===== config.mk =====
export PLATFORM = sky130hd
export DESIGN_NAME = dcsi_channel
export DESIGN_NICKNAME = d
export VERILOG_FILES = /design/src/rtl/dcsi_pkg.sv /design/src/rtl/dcsi_channel.sv
export SDC_FILE = /design/constraint.sdc
export NUM_CORES = 1
export LEC_CHECK = 0
export ABC_AREA = 1
export BUFFER_PORTS_ARGS = -buffer_cell sky130_fd_sc_hd__buf_2
export CAP_MARGIN = 10
export CORE_MARGIN = 2
export CORE_UTILIZATION = 35
export CTS_CLUSTER_SIZE = 20
export DETAILED_ROUTE_END_ITERATION = 7
export GPL_ROUTABILITY_DRIVEN = 0
export PLACE_DENSITY = 0.65
export RECOVER_POWER = 100
export SLEW_MARGIN = 20
export SYNTH_ARGS = -nofsm -noshare
export SYNTH_HDL_FRONTEND = slang
export SYNTH_SLANG_ARGS = --single-unit

===== constraint.sdc =====
create_clock -name core_clk -period 2.95 [get_ports core_clk]
set_clock_uncertainty 0.05 [all_clocks]
set_input_delay 0 -clock core_clk [delete_from_list [all_inputs] [get_ports core_clk]]
set_output_delay 0 -clock core_clk [all_outputs]
set_load 0.01 [all_outputs]

===== src/rtl/dcsi_pkg.sv =====
package dcsi_pkg;
	// register byte offsets
	localparam logic [7:0] ctrl_off   = 8'h10; // channel_control
	localparam logic [7:0] flags_off  = 8'h14; // channel_irq_flags
	localparam logic [7:0] enable_off = 8'h18; // channel_irq_enables
	localparam logic [7:0] addr_off   = 8'h1c; // memory current address (own)
	localparam logic [7:0] end_off    = 8'h20; // memory end address (own)
	// control field positions
	localparam int run_bit     = 0;
	localparam int req_bit     = 1;
	localparam int done_bit    = 2;
	localparam int busy_bit    = 5;
	localparam int dir_bit     = 8;
	localparam int sel_lo      = 9;
	localparam int sel_hi      = 15;
	localparam int dis_hw_bit  = 19;
	localparam int size_lo     = 20;
	localparam int size_hi     = 22;
	localparam int go_bit      = 24;
	localparam int abort_bit   = 25;
	// irq flag positions
	localparam int flag_bus    = 0;
	localparam int flag_flow   = 1;
	localparam int flag_done   = 2;
	// reset values
	localparam logic [31:0] ctrl_rst  = 32'h0000_0000;
	localparam logic [2:0]  flags_rst = 3'h0;
	// bus responses
	localparam logic [1:0] resp_okay   = 2'h0;
	localparam logic [1:0] resp_slverr = 2'h2;
	// number of flow-control masters on the concatenated bus
	localparam int fc_width = 128;
	// channel states
	typedef enum logic [1:0] {
		dcsi_idle  = 2'b00,
		dcsi_read  = 2'b01,
		dcsi_write = 2'b10
	} dcsi_state_t;
	// one memory-side bus beat
	typedef struct packed {
		logic        valid; // beat request
		logic        write; // 1 write, 0 read
		logic [31:0] addr;  // byte address
		logic [2:0]  size;  // bytes per packet
	} dcsi_beat_t;
endpackage


===== src/rtl/dcsi_channel.sv =====
// Design decision made here: the AXI4-Lite register port.
`timescale 1ns/10ps
// Operation
// - seven-bit field selects flow-control master index
// - direction 1 memory to device, 0 reverse
// - busy reads 1 when not idle
// - done equals not busy and run
// - request shows selected master request
// - requests serviced only while run set
// - completion flag when address reaches end
// - terminate from master sets completion but never the completion flag
// - request after completion sets flow error
// - bus error response sets bus error flag
// - enable gates completion flag to interrupt
// - enable gates flow error flag to interrupt
// - enable gates bus error flag to interrupt
// - packet sizes one, two, four bytes only
// - abort forces channel back to idle
module dcsi_channel (
	input  wire logic                          core_clk,      // system clock
	input  wire logic                          rst,           // sync reset, active high
	input  wire logic [31:0]                   s_axi_awaddr,  // write address
	input  wire logic                          s_axi_awvalid, // write address valid
	output logic                               s_axi_awready, // write address ready
	input  wire logic [31:0]                   s_axi_wdata,   // write data
	input  wire logic [3:0]                    s_axi_wstrb,   // byte strobes
	input  wire logic                          s_axi_wvalid,  // write data valid
	output logic                               s_axi_wready,  // write data ready
	output logic [1:0]                         s_axi_bresp,   // write response
	output logic                               s_axi_bvalid,  // write response valid
	input  wire logic                          s_axi_bready,  // write response ready
	input  wire logic [31:0]                   s_axi_araddr,  // read address
	input  wire logic                          s_axi_arvalid, // read address valid
	output logic                               s_axi_arready, // read address ready
	output logic [31:0]                        s_axi_rdata,   // read data
	output logic [1:0]                         s_axi_rresp,   // read response
	output logic                               s_axi_rvalid,  // read data valid
	input  wire logic                          s_axi_rready,  // read data ready
	input  wire logic [dcsi_pkg::fc_width-1:0] fc_req,        // concatenated requests, async
	input  wire logic [dcsi_pkg::fc_width-1:0] fc_term,       // concatenated terminates, async
	output dcsi_pkg::dcsi_beat_t               mem_beat,      // data-path beat request
	input  wire logic                          mem_ack,       // beat finished, same clock
	input  wire logic                          mem_err,       // error response with ack
	output logic                               fc_ack,        // packet done to master
	output logic                               irq            // channel interrupt level
);
	// write and read channel holding state
	logic        aw_held, next_aw_held;   // address taken
	logic        w_held, next_w_held;     // data taken
	logic [7:0]  aw_addr, next_aw_addr;   // latched offset
	logic [31:0] w_data, next_w_data;     // latched data
	logic [3:0]  w_strb, next_w_strb;     // latched strobes
	logic        bvalid, next_bvalid;     // response pending
	logic [1:0]  bresp, next_bresp;       // response code
	logic        rvalid, next_rvalid;     // read pending
	logic [31:0] rdata, next_rdata;       // read data
	logic [1:0]  rresp, next_rresp;       // read code
	// register state
	logic [31:0] ctrl, next_ctrl;         // control word (writable bits)
	logic [2:0]  flags, next_flags;       // sticky irq flags
	logic [2:0]  enables, next_enables;   // irq enables
	logic [31:0] cur_addr, next_cur_addr; // memory current address
	logic [31:0] end_addr, next_end_addr; // memory end address
	logic        complete, next_complete; // transfer reached end
	dcsi_pkg::dcsi_state_t state, next_state; // channel machine
	dcsi_pkg::dcsi_beat_t  beat, next_beat;   // registered beat request
	logic        ack_q, next_ack_q;       // registered packet ack
	logic        irq_q, next_irq_q;       // registered interrupt
	// three-stage synchronisers for selected request and terminate
	logic [2:0]  req_sync;                // request stages
	logic [2:0]  term_sync;               // terminate stages
	logic        req_lvl, next_req_lvl;   // filtered request
	logic        term_lvl, next_term_lvl; // filtered terminate
	logic [6:0]  sel;                     // selected master index

	// byte-lane merge for a register write
	function automatic logic [31:0] merge(input logic [31:0] old, input logic [31:0] val,
		input logic [3:0] strb);
		logic [31:0] res;
		res = old;
		for (int i = 0; i < 4; i++) begin
			if (strb[i]) begin
				res[i*8 +: 8] = val[i*8 +: 8];
			end
		end
		return res;
	endfunction

	// packet size legal: 1, 2 or 4 bytes
	function automatic logic size_ok(input logic [2:0] sz);
		return (sz == 3'h1) || (sz == 3'h2) || (sz == 3'h4);
	endfunction

	assign sel = ctrl[dcsi_pkg::sel_hi:dcsi_pkg::sel_lo];

	// synchroniser chain; first stage feeds only the second
	always_ff @(posedge core_clk) begin
		if (rst) begin
			req_sync  <= 3'h0;
			term_sync <= 3'h0;
		end else begin
			req_sync  <= {req_sync[1:0], fc_req[sel]};
			term_sync <= {term_sync[1:0], fc_term[sel]};
		end
	end

	// level changes once stages two and three agree
	always_comb begin
		next_req_lvl  = req_lvl;
		next_term_lvl = term_lvl;
		if (req_sync[1] == req_sync[2]) begin
			next_req_lvl = req_sync[2];
		end
		if (term_sync[1] == term_sync[2]) begin
			next_term_lvl = term_sync[2];
		end
	end

	// bus slave and register next values
	always_comb begin
		logic        wr_go;  // both write halves present
		logic        hw_ok;  // hardware flow control serviceable
		logic [2:0]  set;    // flag set events
		logic [2:0]  clr;    // flag clears by software
		logic [31:0] pkt;    // packet size as address step
		logic [31:0] status; // read view of control
		wr_go = 1'b0;
		set = 3'h0;
		clr = 3'h0;
		next_aw_held = aw_held;
		next_w_held = w_held;
		next_aw_addr = aw_addr;
		next_w_data = w_data;
		next_w_strb = w_strb;
		next_bvalid = bvalid;
		next_bresp = bresp;
		next_rvalid = rvalid;
		next_rdata = rdata;
		next_rresp = rresp;
		next_ctrl = ctrl;
		next_flags = flags;
		next_enables = enables;
		next_cur_addr = cur_addr;
		next_end_addr = end_addr;
		next_complete = complete;
		next_state = state;
		next_beat = beat;
		next_ack_q = 1'b0;
		pkt = {29'h0, ctrl[dcsi_pkg::size_hi:dcsi_pkg::size_lo]};
		hw_ok = ctrl[dcsi_pkg::run_bit] && !ctrl[dcsi_pkg::dis_hw_bit];
		// read view: live busy, done and request bits
		status = ctrl;
		status[dcsi_pkg::busy_bit] = (state != dcsi_pkg::dcsi_idle);
		status[dcsi_pkg::done_bit] = !status[dcsi_pkg::busy_bit] && ctrl[dcsi_pkg::run_bit];
		status[dcsi_pkg::req_bit] = req_lvl;
		// address and data accepted in either order
		if (s_axi_awvalid && !aw_held) begin
			next_aw_held = 1'b1;
			next_aw_addr = s_axi_awaddr[7:0];
		end
		if (s_axi_wvalid && !w_held) begin
			next_w_held = 1'b1;
			next_w_data = s_axi_wdata;
			next_w_strb = s_axi_wstrb;
		end
		if (aw_held && w_held && !bvalid) begin
			wr_go = 1'b1;
			next_aw_held = 1'b0;
			next_w_held = 1'b0;
			next_bvalid = 1'b1;
			next_bresp = dcsi_pkg::resp_okay;
			case (aw_addr)
				// control: reserved bit 23 and status bits stay zero
				dcsi_pkg::ctrl_off: next_ctrl = merge(ctrl, w_data, w_strb) & 32'h037f_ff01;
				dcsi_pkg::flags_off: begin
					if (w_strb[0]) begin
						clr = w_data[2:0];
					end
				end
				dcsi_pkg::enable_off: begin
					if (w_strb[0]) begin
						next_enables = w_data[2:0];
					end
				end
				dcsi_pkg::addr_off: next_cur_addr = merge(cur_addr, w_data, w_strb);
				dcsi_pkg::end_off: next_end_addr = merge(end_addr, w_data, w_strb);
				default: next_bresp = dcsi_pkg::resp_slverr; // unmapped
			endcase
		end
		if (bvalid && s_axi_bready) begin
			next_bvalid = 1'b0;
		end
		if (s_axi_arvalid && !rvalid) begin
			next_rvalid = 1'b1;
			next_rresp = dcsi_pkg::resp_okay;
			case (s_axi_araddr[7:0])
				dcsi_pkg::ctrl_off: next_rdata = status;
				dcsi_pkg::flags_off: next_rdata = {29'h0, flags};
				dcsi_pkg::enable_off: next_rdata = {29'h0, enables};
				dcsi_pkg::addr_off: next_rdata = cur_addr;
				dcsi_pkg::end_off: next_rdata = end_addr;
				default: begin
					next_rdata = 32'h0;
					next_rresp = dcsi_pkg::resp_slverr;
				end
			endcase
		end
		if (rvalid && s_axi_rready) begin
			next_rvalid = 1'b0;
		end
		// channel machine
		if (ctrl[dcsi_pkg::abort_bit]) begin
			next_state = dcsi_pkg::dcsi_idle;
			next_beat.valid = 1'b0;
			next_ctrl[dcsi_pkg::abort_bit] = 1'b0;
			next_ctrl[dcsi_pkg::go_bit] = 1'b0;
		end else begin
			case (state)
				dcsi_pkg::dcsi_idle: begin
					if (complete && hw_ok && req_lvl) begin
						set[dcsi_pkg::flag_flow] = 1'b1;
					end
					if (!complete && size_ok(pkt[2:0]) && (hw_ok && req_lvl
						|| ctrl[dcsi_pkg::dis_hw_bit] && ctrl[dcsi_pkg::go_bit])) begin
						next_state = dcsi_pkg::dcsi_read;
						next_beat.valid = 1'b1;
						next_beat.write = 1'b0;
						next_beat.size = pkt[2:0];
						// direction picks the read side
						next_beat.addr = ctrl[dcsi_pkg::dir_bit] ? cur_addr : 32'h0;
					end
				end
				dcsi_pkg::dcsi_read: begin
					if (mem_ack) begin
						next_state = dcsi_pkg::dcsi_write;
						next_beat.write = 1'b1;
						next_beat.addr = ctrl[dcsi_pkg::dir_bit] ? 32'h0 : cur_addr;
						if (mem_err) begin
							set[dcsi_pkg::flag_bus] = 1'b1;
							next_state = dcsi_pkg::dcsi_idle;
							next_beat.valid = 1'b0;
						end
					end
				end
				dcsi_pkg::dcsi_write: begin
					if (mem_ack) begin
						next_state = dcsi_pkg::dcsi_idle;
						next_beat.valid = 1'b0;
						next_ack_q = 1'b1;
						next_cur_addr = cur_addr + pkt;
						if (mem_err) begin
							set[dcsi_pkg::flag_bus] = 1'b1;
						end else if (term_lvl) begin
							next_complete = 1'b1;
						end else if (cur_addr + pkt == end_addr) begin
							next_complete = 1'b1;
							set[dcsi_pkg::flag_done] = 1'b1;
						end
					end
				end
				default: next_state = dcsi_pkg::dcsi_idle;
			endcase
		end
		// rerun clears completion when software moves the address
		if (wr_go && aw_addr == dcsi_pkg::addr_off) begin
			next_complete = 1'b0;
		end
		// set wins over clear
		next_flags = (flags & ~clr) | set;
		next_irq_q = |(next_flags & enables);
	end

	// register everything
	always_ff @(posedge core_clk) begin
		if (rst) begin
			aw_held  <= 1'b0;
			w_held   <= 1'b0;
			aw_addr  <= 8'h00;
			w_data   <= 32'h0;
			w_strb   <= 4'h0;
			bvalid   <= 1'b0;
			bresp    <= dcsi_pkg::resp_okay;
			rvalid   <= 1'b0;
			rdata    <= 32'h0;
			rresp    <= dcsi_pkg::resp_okay;
			ctrl     <= dcsi_pkg::ctrl_rst;
			flags    <= dcsi_pkg::flags_rst;
			enables  <= 3'h0;
			cur_addr <= 32'h0;
			end_addr <= 32'h0;
			complete <= 1'b0;
			state    <= dcsi_pkg::dcsi_idle;
			beat     <= '0;
			ack_q    <= 1'b0;
			irq_q    <= 1'b0;
			req_lvl  <= 1'b0;
			term_lvl <= 1'b0;
		end else begin
			aw_held  <= next_aw_held;
			w_held   <= next_w_held;
			aw_addr  <= next_aw_addr;
			w_data   <= next_w_data;
			w_strb   <= next_w_strb;
			bvalid   <= next_bvalid;
			bresp    <= next_bresp;
			rvalid   <= next_rvalid;
			rdata    <= next_rdata;
			rresp    <= next_rresp;
			ctrl     <= next_ctrl;
			flags    <= next_flags;
			enables  <= next_enables;
			cur_addr <= next_cur_addr;
			end_addr <= next_end_addr;
			complete <= next_complete;
			state    <= next_state;
			beat     <= next_beat;
			ack_q    <= next_ack_q;
			irq_q    <= next_irq_q;
			req_lvl  <= next_req_lvl;
			term_lvl <= next_term_lvl;
		end
	end

	// outputs straight from flip-flops
	assign s_axi_awready = !aw_held;
	assign s_axi_wready  = !w_held;
	assign s_axi_bvalid  = bvalid;
	assign s_axi_bresp   = bresp;
	assign s_axi_arready = !rvalid;
	assign s_axi_rvalid  = rvalid;
	assign s_axi_rdata   = rdata;
	assign s_axi_rresp   = rresp;
	assign mem_beat      = beat;
	assign fc_ack        = ack_q;
	assign irq           = irq_q;
endmodule // dcsi_channel


==> impl_metrics.csv <==
group,metric,value,unit
setup_path,crit_start,"cur_addr[0]$_SDFF_PP0_",
timing,worst_pin_slew,1.78,ns
clock_tree,root_buffer,"clkbuf_16",
drt,antenna_left,0,
place,port_buffers,394,
die,die_x,193,um
clock_tree,cts_buffer_depth,3,
clock_tree,cts_tree,"yes",
drt,num_vias,15200,
pwr,p_sw,2790,uW
logic_synthesis,synth_cells,1946,
drt,drtIter0Drc,1266,
place,dp_hpwl,38900,um
drt,drc,0,
setup_path,cp-endpoint,"irq$_SDFF_PP0_",
drt,via_per_inst,5.37,
layout,layout_commonest_cell,"o21ai_0",
pwr,clock_power_share,35.0,%
pwr,seq_power_share,40.6,%
pwr,power,8670,uW
clock_tree,cts_buffers,23,
grt,grt.overflow.total,0,
setup_path,crit_path_max_fanout,7,
die,initial_core_util,35.4,%
clock_tree,cts_htree_levels,1,
job,max-cap-violations,1,
setup_path,ff2ff_setup_slack,0.18,ns
drt,routedWlPerCell,18.0,um
logic_synthesis,avgSynthCellArea,6.44,sq um
die,chipHeight,193,um
pwr,power-per-cell-area,532,nW/um^2
timing,max_freq,361,MHz
pwr,comb_power_share,24.4,%
timing,hold_viol,0,
timing,period_minus_slack,2.77,ns
setup_path,r2r_cells,17,
clock_tree,clk_transition_reported_paths,0.07,ns
pwr,p_leak,0.00665,uW
min_path,hold_class,"in -> reg",
layout,final_cell_mix,"o21ai_0, nor2_1, buf_2",
layout,syn_to_final_growth,30.1,%
drt,drtPass1Iterations,6,
logic_synthesis,ys_seq_area_share,35.2,%
timing,slew_headroom,-18.4,%
layout,final_nets,2731,
setup_path,reg2reg_to,"irq$_SDFF_PP0_",
setup_path,critPathRequiredTime,3.35,ns
die,die_area,37300,sq um
grt,grt_antenna_before_repair,7,
drt,routed_wl,51100,um
outcome,outcome,"finished, violations left",
logic_synthesis,yosysWarningCount,0,
setup_path,arrival,3.17,ns
setup_path,crit_type,"reg -> reg",
die,core_area,35400,sq um
pwr,p_sw_share,32.2,%
die,ios,445,
logic_synthesis,ys_ff_latch,220,
timing,fin_crit_sh,93.9,%
clock_tree,clock-sinks,220,
clock_tree,clkLatencyLatePin,0.51,ns
grt,grt_pass1_vias,13900,
timing,tns,0,ns
pwr,p_int,5880,uW
timing,setup_violations,0,
die,row_count,69,
setup_path,critPathLaunchType,"flop",
grt,grt_pass1_wl,75600,um
logic_synthesis,synth.cell_area,12500,sq um
setup_path,crit_path_end_kind,"flop",
timing,rsz0062_at_grt,"no",
logic_synthesis,synth.distinct_cells,46,
timing,drv_slew,39,
pwr,ir_drop,0.363,mV
grt,groute.usage.overall,25.8,%
layout,final_layout_size_suffix_gt1_share,18.5,%
grt,grt_max_degree,66,
setup_path,r2r-start,"cur_addr[0]$_SDFF_PP0_",
outcome,violations,"max-capacitance violations, max-slew violations",
[synthesized netlist by cell type (all sizes together)]
cell / instances / area, sq um
o221ai: 17 / 149
o21ai: 343 / 1720
nand3: 86 / 450
o21a: 1 / 7.51
nor2: 344 / 1380
and2: 1 / 6.26
a211oi: 15 / 113
clkinv: 1 / 3.75
ha: 7 / 87.6
xnor3: 3 / 67.6
inv: 158 / 593
nor3: 6 / 46.3
o21bai: 2 / 15.0
xnor2: 3 / 26.3
a221oi: 1 / 8.76
o22ai: 90 / 563
a21oi: 178 / 898
nand4: 3 / 18.8
a32o: 1 / 10.0
nor4: 6 / 50.0
conb: 1 / 3.75
o211ai: 13 / 97.6
clkbuf: 100 / 375
xor2: 10 / 87.6
or2: 2 / 12.5
nand2: 309 / 1170
a2111oi: 1 / 8.76
dfxtp: 220 / 4400
a22oi: 1 / 7.51
fa: 1 / 20.0
a31oi: 2 / 12.5
or3b: 1 / 8.76
buf: 18 / 96.3
a311oi: 1 / 8.76
[stage by stage]
stage | setup slack, ns | instances | utilization, % | hold WS [ns] | area, sq um
final | 0.180 | 2839 | 46.0 | 0.117 | 16300
after global routing | 0.0173 | 2839 | 46.0 | 0.178 | 16300
after CTS | 0.223 | 2834 | 46.4 | 0.0712 | 16400
after detailed placement | 0.242 | 2732 | 42.5 | 0.151 | 15000
after global placement | 0.302 | 2732 | 42.5 | 0.139 | 15000
after floorplan | 0.734 | 1947 | - | 0.0490 | 12500
[logic make-up (layout without fill, tap and decap cells)]
logic type	Yosys count	count (layout)	synth area share (%)
buf+inv	277	703	8.53
fa+ha+maj	8	8	0.859
compound gates	666	666	28.9
other cells	1	7	0.0299
xor+xnor	16	16	1.45
flops	220	220	35.2
simple gates	758	758	25.1
[worst max-delay path, stage by stage, from the launching register on]
cell,delay [ns]
dfxtp_1,0.35
ha_1,0.23
fa_1,0.43
nand3_1,0.11
nand2_2,0.14
nand2_1,0.16
inv_1,0.12
nand3_1,0.12
nand2_1,0.08
nand2_1,0.07
nand2_1,0.05
nor2_1,0.09
nand2_1,0.08
nor2_2,0.18
nand4_1,0.20
nand2_1,0.11
nand3_1,0.07
nand2_1,0.06
[sequential cells by signal (all words and copies together) (netlist names), 2 cells and up]
| register | flops |
|---|---|
| mem_beat | 37 |
| cur_addr | 32 |
| end_addr | 32 |
| s_axi_rdata | 32 |
| w_data | 32 |
| ctrl | 18 |
| aw_addr | 8 |
| w_strb | 4 |
| enables | 3 |
| flags | 3 |
| req_sync | 3 |
| term_sync | 3 |
| state | 2 |
[worst min path at each step]
stage / startpoint / endpoint / slack (ns) / cells after the start
after CTS: s_axi_araddr[3] / s_axi_rdata[0]$_SDFFE_PP0P_ / 0.07 / 6
after global placement: s_axi_bready / s_axi_bvalid$_SDFFE_PP0P_ / 0.14 / 2
after detailed placement: s_axi_bready / s_axi_bvalid$_SDFFE_PP0P_ / 0.15 / 2
after global routing: s_axi_araddr[6] / s_axi_rdata[3]$_SDFFE_PP0P_ / 0.18 / 6
after floorplan: s_axi_bready / s_axi_bvalid$_SDFFE_PP0P_ / 0.05 / 1
final: s_axi_araddr[3] / s_axi_rdata[0]$_SDFFE_PP0P_ / 0.12 / 6
[final cells by class]
| class | count | area, sq um |
|---|---|---|
| Fill cell | 3677 | 19100 |
| Inverter | 159 | 598 |
| Clock inverter | 9 | 129 |
| Clock buffer | 31 | 656 |
| Antenna cell | 5 | 12.5 |
| Multi-Input combinational cell | 1450 | 7040 |
| Tap cell | 461 | 577 |
| Timing Repair Buffer | 504 | 2880 |
| Sequential cell | 220 | 4410 |
[metal layers]
metal	GRT usage (%)	up-vias	routed length, um
met5	0	-	32
met4	14.3	4	2600
met3	3.93	132	4100
met2	44.9	685	24700
met1	30.5	7003	19700
li1	-	7408	-
[power by group through the flow]
stage,combinational (uW),clock [uW],sequential [uW]
2_1_floorplan,1110,0,3610
3_3_place_gp,2080,0,3560
3_5_place_dp,2110,0,3570
4_1_cts,2180,3060,3510
5_1_grt,2360,3190,3540
6_report,2120,3030,3510
[repair_timing]
item	in CTS	in global routing
hold buffers	62	0
setup endpoints to repair	0	1
resized for setup	0	1
buffers inserted	0	0
endpoints found under the hold margin	68	0
Note: power is estimated with default switching activity, not from simulation.
